## src/hw/flash_regs_pkg.sv

```systemverilog
// Package with constants and types for the flash status and configuration register block
//
// Overview of operation
// - Status bit 7 is nonvolatile write disable, used together with write protect pin.
// - Bit 7 set with protect pin low makes status read-only; writes ignored.
// - Status bit 5 chooses protected region at top (0) or bottom (1).
// - Status bits 4:2 protect field; nonzero blocks program/erase in region.
// - Whole-array erase runs only when protect field and top/bottom are zero.
// - Write enable latch is volatile, cleared at power-up; writes refused until set.
// - Host issues write enable first; device accepts writes only with latch set.
// - Status bit 0 shows busy during status, config write, program or erase.
// - Volatile status bits are zeroed at every power cycle or reset.
// - Status register reached only through read-status and write-status commands.
// - Configuration bits 15:12 give dummy cycles after fast-read commands.
// - Dummy codes 0000 and 1111 both mean the default setting.
// - Configuration bits 11:9 choose execute-in-place mode after power-on; 111 disabled.
// - Configuration bit 4 enables hold/reset pin function when 1.
// - Configuration bit 3 low enables four-line protocol.
// - Configuration bit 2 low enables two-line protocol.
// - Configuration register ships all ones and sets configuration after power-on.
// - Both protocol bits zero selects four-line protocol after next power-on.
// - Working configuration is loaded from nonvolatile configuration at each boot.
package flash_regs_pkg;
    // Commands
    localparam logic [7:0] CMD_WRITE_ENABLE = 8'h06;
    localparam logic [7:0] CMD_WRITE_DISABLE = 8'h04;
    localparam logic [7:0] CMD_READ_STATUS = 8'h05;
    localparam logic [7:0] CMD_WRITE_STATUS = 8'h01;
    localparam logic [7:0] CMD_READ_NVCFG = 8'hb5;
    localparam logic [7:0] CMD_WRITE_NVCFG = 8'hb1;
    localparam logic [7:0] CMD_PAGE_PROGRAM = 8'h02;
    localparam logic [7:0] CMD_SECTOR_ERASE = 8'hd8;
    localparam logic [7:0] CMD_BULK_ERASE = 8'hc7;
    // Status field positions
    localparam int ST_WIP_BIT = 0;
    localparam int ST_WEL_BIT = 1;
    localparam int ST_PROT_LO = 2;
    localparam int ST_PROT_HI = 4;
    localparam int ST_TB_BIT = 5;
    localparam int ST_WD_BIT = 7;
    localparam logic [7:0] ST_NV_MASK = 8'hbc;
    localparam logic [7:0] ST_RESET = 8'h00;
    // Configuration field positions
    localparam int CF_DUMMY_LO = 12;
    localparam int CF_XIP_LO = 9;
    localparam int CF_DRV_LO = 6;
    localparam int CF_HOLD_BIT = 4;
    localparam int CF_QUAD_BIT = 3;
    localparam int CF_DUAL_BIT = 2;
    localparam logic [15:0] CF_RESET = 16'hffff;
    localparam logic [3:0] DUMMY_DEFAULT = 4'hf;
    // Busy times in clk_sys cycles
    localparam int WRITE_TIME_CYCLES = 16;
    localparam logic [7:0] BUSY_CYCLES = 8'(WRITE_TIME_CYCLES);

    typedef enum logic [2:0] {PROTO_EXT, PROTO_DUAL, PROTO_QUAD} proto_t;
    typedef enum logic [2:0] {S_IDLE, S_CMD, S_DATA, S_WAIT_CS} phase_t;

    typedef struct packed {
        logic [3:0] dummy_cycles;
        logic [2:0] execute_in_place_mode;
        logic [2:0] drive_strength;
        logic hold_enable;
        proto_t protocol;
    } work_cfg_t;

    typedef struct packed {
        logic busy;
        logic [7:0] status;
        logic [15:0] nvcfg;
        logic bulk_rejected;
        logic program_rejected;
    } flags_t;
endpackage

```

## src/hw/flash_status_and_nv_config_regs.sv

```systemverilog
// Status and nonvolatile configuration register logic on the serial command interface
`timescale 1ns/10ps
module flash_status_and_nv_config_regs
    import flash_regs_pkg::*;
(
    input wire logic clk_sys,
    input wire logic rst,
    input wire logic spi_sck,
    input wire logic spi_cs_n,
    input wire logic spi_mosi,
    input wire logic write_protect_n,
    input wire logic [23:0] target_page,
    output logic spi_miso,
    output logic spi_miso_oe_n,
    output work_cfg_t work_cfg,
    output flags_t flags,
    output logic array_write_go
);

    typedef struct packed {
        logic [1:0] sck_s;
        logic [1:0] cs_s;
        logic [1:0] mosi_s;
        logic [1:0] wp_s;
        logic sck_d;
        phase_t phase;
        logic [7:0] cmd;
        logic [5:0] bitcnt;
        logic [23:0] shift_in;
        logic [15:0] shift_out;
        logic [7:0] status;
        logic [15:0] nvcfg;
        logic [7:0] busy_cnt;
        logic [15:0] pend_cfg;
        logic [7:0] pend_st;
        logic [1:0] pend_kind;
        logic miso;
        logic miso_oe_n;
        logic boot;
        work_cfg_t work;
        logic bulk_rej;
        logic prog_rej;
        logic go;
    } state_t;

    // Power-up contents: the nonvolatile configuration leaves the factory fully erased, nonvolatile status bits all zero
    state_t state_reg = '{
        nvcfg: CF_RESET,
        cs_s: 2'b11,
        wp_s: 2'b11,
        phase: S_IDLE,
        miso_oe_n: 1'b1,
        boot: 1'b1,
        work: '{DUMMY_DEFAULT, 3'h7, 3'h7, 1'b1, PROTO_EXT},
        default: '0
    };
    state_t state_next;

    logic sck_rise;
    logic sck_fall;
    logic cs_hi;
    logic wp_low;
    logic locked;
    logic [2:0] prot_field;
    logic prot_any;
    logic page_in_region;
    logic [7:0] in_byte;

    assign sck_rise = state_reg.sck_s[1] & ~state_reg.sck_d;
    assign sck_fall = ~state_reg.sck_s[1] & state_reg.sck_d;
    assign cs_hi = state_reg.cs_s[1];
    assign wp_low = ~state_reg.wp_s[1];
    assign locked = state_reg.status[ST_WD_BIT] & wp_low;
    assign prot_field = state_reg.status[ST_PROT_HI:ST_PROT_LO];
    assign prot_any = |prot_field;
    assign in_byte = {state_reg.shift_in[6:0], state_reg.mosi_s[1]};

    // Coarse region check on the top address bits: protected size doubles with each field step, except top-side 7, which covers all blocks
    always_comb
    begin
        logic [6:0] blk;
        logic [6:0] lim;
        blk = target_page[22:16];
        lim = 7'(7'h01 << (prot_field - 3'h1));
        if (!prot_any)
        begin
            page_in_region = 1'b0;
        end
        else if (state_reg.status[ST_TB_BIT])
        begin
            page_in_region = (blk < lim);
        end
        else
        begin
            page_in_region = (blk >= 7'(7'h00 - lim)) || (prot_field == 3'h7);
        end
    end

    ////////////////////////////////////////////////////////////////////////////////
    always_comb
    begin
        state_next = state_reg;
        state_next.sck_s = {state_reg.sck_s[0], spi_sck};
        state_next.cs_s = {state_reg.cs_s[0], spi_cs_n};
        state_next.mosi_s = {state_reg.mosi_s[0], spi_mosi};
        state_next.wp_s = {state_reg.wp_s[0], write_protect_n};
        state_next.sck_d = state_reg.sck_s[1];
        state_next.go = 1'b0;

        // Working configuration loaded once after reset
        if (state_reg.boot)
        begin
            state_next.boot = 1'b0;
            state_next.work.dummy_cycles = state_reg.nvcfg[CF_DUMMY_LO +: 4];
            if (state_reg.nvcfg[CF_DUMMY_LO +: 4] == 4'h0)
            begin
                state_next.work.dummy_cycles = DUMMY_DEFAULT;
            end
            state_next.work.execute_in_place_mode = state_reg.nvcfg[CF_XIP_LO +: 3];
            state_next.work.drive_strength = state_reg.nvcfg[CF_DRV_LO +: 3];
            state_next.work.hold_enable = state_reg.nvcfg[CF_HOLD_BIT];
            if (!state_reg.nvcfg[CF_QUAD_BIT])
            begin
                state_next.work.protocol = PROTO_QUAD;
            end
            else if (!state_reg.nvcfg[CF_DUAL_BIT])
            begin
                state_next.work.protocol = PROTO_DUAL;
            end
            else
            begin
                state_next.work.protocol = PROTO_EXT;
            end
        end

        // Internal write cycle timer
        if (state_reg.busy_cnt != 8'h00)
        begin
            state_next.busy_cnt = state_reg.busy_cnt - 8'h01;
            if (state_reg.busy_cnt == 8'h01)
            begin
                if (state_reg.pend_kind == 2'd1)
                begin
                    state_next.status = (state_reg.status & ~ST_NV_MASK)
                        | (state_reg.pend_st & ST_NV_MASK);
                end
                else if (state_reg.pend_kind == 2'd2)
                begin
                    state_next.nvcfg = state_reg.pend_cfg;
                end
                state_next.status[ST_WEL_BIT] = 1'b0;
                state_next.status[ST_WIP_BIT] = 1'b0;
            end
        end

        // Serial command engine, mode 0: sample on rise, shift out on fall
        if (cs_hi)
        begin
            state_next.phase = S_IDLE;
            state_next.bitcnt = 6'd0;
            state_next.miso_oe_n = 1'b1;
            if (state_reg.phase == S_DATA && state_reg.busy_cnt == 8'h00)
            begin
                if (state_reg.cmd == CMD_WRITE_STATUS && state_reg.bitcnt >= 6'd8
                    && state_reg.status[ST_WEL_BIT] && !locked)
                begin
                    state_next.pend_st = state_reg.shift_in[7:0];
                    state_next.pend_kind = 2'd1;
                    state_next.busy_cnt = BUSY_CYCLES;
                    state_next.status[ST_WIP_BIT] = 1'b1;
                end
                else if (state_reg.cmd == CMD_WRITE_NVCFG && state_reg.bitcnt >= 6'd16
                    && state_reg.status[ST_WEL_BIT])
                begin
                    state_next.pend_cfg = {state_reg.shift_in[7:0], state_reg.shift_in[15:8]};
                    state_next.pend_kind = 2'd2;
                    state_next.busy_cnt = BUSY_CYCLES;
                    state_next.status[ST_WIP_BIT] = 1'b1;
                end
                else if ((state_reg.cmd == CMD_PAGE_PROGRAM || state_reg.cmd == CMD_SECTOR_ERASE)
                    && state_reg.status[ST_WEL_BIT])
                begin
                    if (page_in_region)
                    begin
                        state_next.prog_rej = 1'b1;
                    end
                    else
                    begin
                        state_next.pend_kind = 2'd3;
                        state_next.busy_cnt = BUSY_CYCLES;
                        state_next.status[ST_WIP_BIT] = 1'b1;
                        state_next.go = 1'b1;
                        state_next.prog_rej = 1'b0;
                    end
                end
            end
            if (state_reg.phase == S_CMD && state_reg.bitcnt == 6'd8
                && state_reg.busy_cnt == 8'h00 && state_reg.status[ST_WEL_BIT]
                && state_reg.cmd == CMD_BULK_ERASE)
            begin
                if (prot_any || state_reg.status[ST_TB_BIT])
                begin
                    state_next.bulk_rej = 1'b1;
                end
                else
                begin
                    state_next.bulk_rej = 1'b0;
                    state_next.pend_kind = 2'd3;
                    state_next.busy_cnt = BUSY_CYCLES;
                    state_next.status[ST_WIP_BIT] = 1'b1;
                    state_next.go = 1'b1;
                end
            end
        end
        else
        begin
            if (state_reg.phase == S_IDLE)
            begin
                state_next.phase = S_CMD;
            end
            if (sck_rise)
            begin
                state_next.shift_in = {state_reg.shift_in[22:0], state_reg.mosi_s[1]};
                state_next.bitcnt = (state_reg.bitcnt == 6'd63) ? 6'd63 : state_reg.bitcnt + 6'd1;
                if ((state_reg.phase == S_CMD || state_reg.phase == S_IDLE)
                    && state_reg.bitcnt == 6'd7)
                begin
                    state_next.cmd = in_byte;
                    state_next.phase = S_DATA;
                    state_next.bitcnt = 6'd0;
                    // Register access only by its dedicated commands
                    if (in_byte == CMD_READ_STATUS)
                    begin
                        state_next.shift_out = {state_reg.status, state_reg.status};
                    end
                    else if (in_byte == CMD_READ_NVCFG)
                    begin
                        state_next.shift_out = {state_reg.nvcfg[7:0], state_reg.nvcfg[15:8]};
                    end
                    else if (in_byte == CMD_WRITE_ENABLE && state_reg.busy_cnt == 8'h00)
                    begin
                        state_next.status[ST_WEL_BIT] = 1'b1;
                    end
                    else if (in_byte == CMD_WRITE_DISABLE && state_reg.busy_cnt == 8'h00)
                    begin
                        state_next.status[ST_WEL_BIT] = 1'b0;
                    end
                    else if (in_byte == CMD_BULK_ERASE)
                    begin
                        state_next.phase = S_CMD;
                        state_next.bitcnt = 6'd8;
                    end
                end
            end
            if (sck_fall && state_reg.phase == S_DATA
                && (state_reg.cmd == CMD_READ_STATUS || state_reg.cmd == CMD_READ_NVCFG))
            begin
                state_next.miso = state_reg.shift_out[15];
                state_next.miso_oe_n = 1'b0;
                if (state_reg.cmd == CMD_READ_STATUS)
                begin
                    state_next.shift_out = {state_reg.shift_out[14:0], state_reg.status[7]};
                end
                else
                begin
                    state_next.shift_out = {state_reg.shift_out[14:0], state_reg.shift_out[15]};
                end
            end
            if (state_reg.phase == S_DATA && state_reg.cmd == CMD_READ_STATUS && sck_fall)
            begin
                // Live write-disable bit 7 on repeated status reads
                state_next.shift_out[15:8] = {state_reg.shift_out[14:8], state_reg.status[7]};
            end
        end
    end

    ////////////////////////////////////////////////////////////////////////////////
    always_ff @(posedge clk_sys)
    begin
        if (rst)
        begin
            state_reg <= '0;
            state_reg.sck_s <= 2'b00;
            state_reg.cs_s <= 2'b11;
            state_reg.wp_s <= 2'b11;
            state_reg.phase <= S_IDLE;
            state_reg.status <= state_reg.status & ST_NV_MASK;
            // Reset keeps the stored configuration; only power-up sets it
            state_reg.nvcfg <= state_reg.nvcfg;
            state_reg.miso_oe_n <= 1'b1;
            state_reg.boot <= 1'b1;
            state_reg.work <= '{DUMMY_DEFAULT, 3'h7, 3'h7, 1'b1, PROTO_EXT};
        end
        else
        begin
            state_reg <= state_next;
        end
    end

    assign spi_miso = state_reg.miso;
    assign spi_miso_oe_n = state_reg.miso_oe_n;
    assign work_cfg = state_reg.work;
    assign array_write_go = state_reg.go;
    assign flags = '{state_reg.busy_cnt != 8'h00, state_reg.status, state_reg.nvcfg,
                     state_reg.bulk_rej, state_reg.prog_rej};

endmodule

```

## config.mk

```make
export PLATFORM = sky130hd
export DESIGN_NAME = flash_status_and_nv_config_regs
export DESIGN_NICKNAME = d
export VERILOG_FILES = /design/src/hw/flash_regs_pkg.sv /design/src/hw/flash_status_and_nv_config_regs.sv
export SDC_FILE = /design/constraint.sdc
export NUM_CORES = 1
export LEC_CHECK = 0
export ABC_AREA = 1
export BUFFER_PORTS_ARGS = -buffer_cell sky130_fd_sc_hd__buf_2
export CAP_MARGIN = 20
export CORE_ASPECT_RATIO = 0.8
export CORE_MARGIN = 2
export CORE_UTILIZATION = 45
export CTS_CLUSTER_DIAMETER = 150
export DETAILED_ROUTE_END_ITERATION = 12
export GPL_TIMING_DRIVEN = 0
export PLACE_DENSITY_LB_ADDON = 0.08
export SLEW_MARGIN = 20
export SYNTH_ARGS = -nofsm -noshare
export SYNTH_HDL_FRONTEND = slang
export SYNTH_SLANG_ARGS = --single-unit
```

## constraint.sdc

```tcl
create_clock -name clk_sys -period 3.4 [get_ports clk_sys]
set_input_delay 0.34 -clock clk_sys [delete_from_list [all_inputs] [get_ports clk_sys]]
set_output_delay 0.34 -clock clk_sys [all_outputs]
set_load 0.05 [all_outputs]
```

==> metrics.txt <==
status=finished clean; max_slew headroom=between 40% and 50%; part of the power in registers=between 40% and 50%; clock tree buffer depth=2; # rows=38; Post-Layout Cell Count=approximately 1000; leakage power of the design=between 3 and 4 nW; kind of launch point of the worst setup path=flop; power share of the clock group=46.6%; average footprint of a synthesized cell=just over 8 sq um; worst setup path category=reg -> reg; Via Count=between 5000 and 6000; count of clock tree sinks=~130; placer congestion estimate=roughly 0.9; Internal Dissipation=about 2.9 mW; warnings from Yosys=0; routed wire length on met3=roughly 800 microns; iteration count of the initial detailed-routing pass=5; count of H-tree levels built during CTS=4; clock insertion delay at the later pin of the skew report=0.42 ns; Seq cells post-synth=between 100 and 150; number of diodes=0; global-route usage over all layers=21.84%; fraction of power consumed by combinational cells=between 10% and 20%; first-iteration detailed-routing DRC count=339; Syn Inst Count=between 700 and 800; Layout Skew=roughly 0.0086 ns; standard cell core area=between 0.01 and 0.015 sq mm; Tot Pwr=3.890 mW; count of cells along the worst register-to-register path=14; endpoint class of the critical path=flop; worst hold slack after final layout=0.1049 ns; Placed Area=roughly 0.0067 sq mm; flip-flop count of the largest register after layout=76; crit path max-delay cell type=sky130_fd_sc_hd__edfxtp_1; unrepaired setup endpoints after global routing=no; maximum capacitance violations=0; post-detailed-routing wire length=about 15 mm; combined area of the multi-input logic cells=around 0.0026 sq mm; sequence of cells on the critical path=inv_1, nand3_1, ha_1, o22ai_1, ha_1, a21o_1, nor2_1, nand4_1, nand3_1, nand3_1, nand2_1, nand2_1, inv_1, nor2_1; setup bufs post-CTS=0; maximum vdd ir drop=roughly 0.37 mV; starting utilization of the core area=45.84%; clock-pin transition on the worst setup and hold timing paths=~0.050 ns; CTS tree=done; maximum number of pins on one net before global-route repair=17; maximum operating frequency=372.2 MHz; layout net count=~880; highest cell delay on the worst timing path=about 0.5 ns; Syn Std Cell Area=0.006168 sq mm; Netlist cell types=between 40 and 50; placed instance count=about 1000; die width=134.9 microns; cell repeated most along the worst path=sky130_fd_sc_hd__nand3_1; Resize count post-CTS=0; Tightest Pin Transition=between 0.7 and 0.8 ns; switching share of power=25.93%; total congestion overflow=0; wl on met1=about 7.9 mm; number of antenna violations at the first check in global routing=0; hold buffer count at CTS=0; Tmin final=between 2 and 3 ns; Synth-to-Final Area Change=18.03%; DR WL/cell=15.02 microns; top routing layer in use=met4; number of global-route vias before repair=4800; Crit Path Max Fanout=8; FF+latch area=between 0.002 and 0.003 sq mm; most frequent cells in the layout=120 x sky130_fd_sc_hd__nand2_1, 110 x sky130_fd_sc_hd__dfxtp_1, 84 x sky130_fd_sc_hd__a21oi_1; final max-slew violation count=0; count of antenna-violating nets left after detailed routing=0; crit share post-route=between 70% and 80%; required time of the worst setup path=roughly 3.7 ns; floorplan die height=between 100 and 150 microns; hold-critical path depth=2; met2 wire length=6.515 mm; leading cell type in the layout, fill and taps excluded=sky130_fd_sc_hd__nand2_1; ports placed on the boundary=74; worst slack, placed=a little over 0.7 ns; endpoints failing hold=0; net switching power=roughly 1.0 mW; class of the most critical hold timing path=in -> reg; DP HPWL=approximately 12 mm; overall die area=roughly 0.015 sq mm; least setup slack across all paths after layout=approximately 0.7 ns; post-route cell area=around 0.0073 sq mm; global-route wire length before repair=24.35 mm; fraction of layout instances using a drive strength above 1=between 20% and 30%; number of clock buffers inserted by TritonCTS=17; Layout fillers=~1300; DRC violations left=0; fraction of the yosys area taken by sequential cells=45.92%; data arrival time at the worst-slack endpoint=between 2 and 3 ns; power density of the placed cells=between 500 and 600 mW/mm^2; via/cell ratio=slightly above 5; clock tree root driver cell=sky130_fd_sc_hd__clkbuf_16; Port Buffer Count=54; count of final setup violators=0
[layout make-up]
class	instances	area share [%]
flip-flops and latches	131	38.91
multi-input cells	477	35.49
inverters	89	4.588
clock buffers	21	6.324
plain buffers	64	5.963
repair buffers	56	3.884
clock inverters	11	1.753
well taps	180	3.093
[per-layer routing]
metal,up-vias,track usage (%)
met1,2408,32.05
li1,2659,-
met4,0,7.669
met3,19,5.346
met5,-,0
met2,142,31.07
[synthesized netlist by cell type, drive strengths merged]
| library cell | n | share of area, % |
|---|---|---|
| o21ai | 77 | 6.4 |
| edfxtp | 21 | 10 |
| a22oi | 5 | 0.61 |
| clkinv | 3 | 0.18 |
| o41ai | 1 | 0.14 |
| o2111ai | 1 | 0.14 |
| xor2 | 6 | 0.85 |
| nand4 | 9 | 0.91 |
| o211a | 1 | 0.16 |
| conb | 1 | 0.061 |
| a211oi | 2 | 0.24 |
| a21o | 1 | 0.12 |
| nor2 | 59 | 4.5 |
| o211ai | 5 | 0.69 |
| nor3 | 12 | 1.3 |
| nand3 | 34 | 2.8 |
| xnor2 | 2 | 0.28 |
| a21boi | 1 | 0.12 |
| dfxtp | 110 | 36 |
| nand3b | 1 | 0.12 |
| nand2 | 124 | 7.8 |
| inv | 86 | 5.2 |
| ha | 18 | 3.7 |
| a21oi | 97 | 8.7 |
| or2 | 6 | 0.61 |
| o21a | 1 | 0.12 |
| nor4 | 6 | 0.61 |
| buf | 50 | 6.2 |
| and3 | 1 | 0.10 |
| clkbuf | 14 | 0.85 |
| o22ai | 5 | 0.51 |
[cell families after synthesis]
group | after synthesis | share of synthesized area (%)
buffers and inverters | 153 | 12.45
adder cells (fa/ha/maj) | 18 | 3.651
AO/OA/AOI/OAI | 197 | 17.95
other | 1 | 0.06079
XOR/XNOR | 8 | 1.136
flip-flops | 131 | 45.92
AND/OR/NAND/NOR | 252 | 18.82
[worst max-delay path, delay by kind of cell, from the launching register on]
family                   cells  cell delay, ns
AND/OR/NAND/NOR              8            0.86
adder cells (fa/ha/maj)      2            0.55
AO/OA/AOI/OAI                2            0.38
buffers and inverters        2            0.29
flip-flops                   1            0.50
[path summary, 6_finish.rpt]
| path | to | startpoint | slack [ns] |
|---|---|---|---|
| setup / recovery | state_reg[47] | flags[22] | 0.71 |
| setup reg to reg | state_reg[47] | flags[22] | 0.71 |
| hold / removal | state_next[141] | spi_cs_n | 0.10 |
| hold reg to reg | state_next[135] | state_next[143] | 0.40 |
[power groups by stage]
stage / logic, mW / clock network (mW) / registers [mW]
floorplan: 0.334 / 0 / 1.68
global placement: 0.415 / 0 / 1.68
detailed placement: 0.426 / 0 / 1.69
CTS: 0.429 / 1.84 / 1.65
global route: 0.476 / 1.92 / 1.66
finish: 0.426 / 1.81 / 1.65
[per-stage QoR]
| step | util, % | setup TNS, ns |
|---|---|---|
| floorplan | - | 0 |
| global placement | 49.55 | -10.44 |
| detailed placement | 49.74 | 0 |
| CTS | 54.11 | 0 |
| global route | 54.11 | 0 |
| finish | 54.11 | 0 |
No activity file was read; power rests on OpenSTA's default activity.
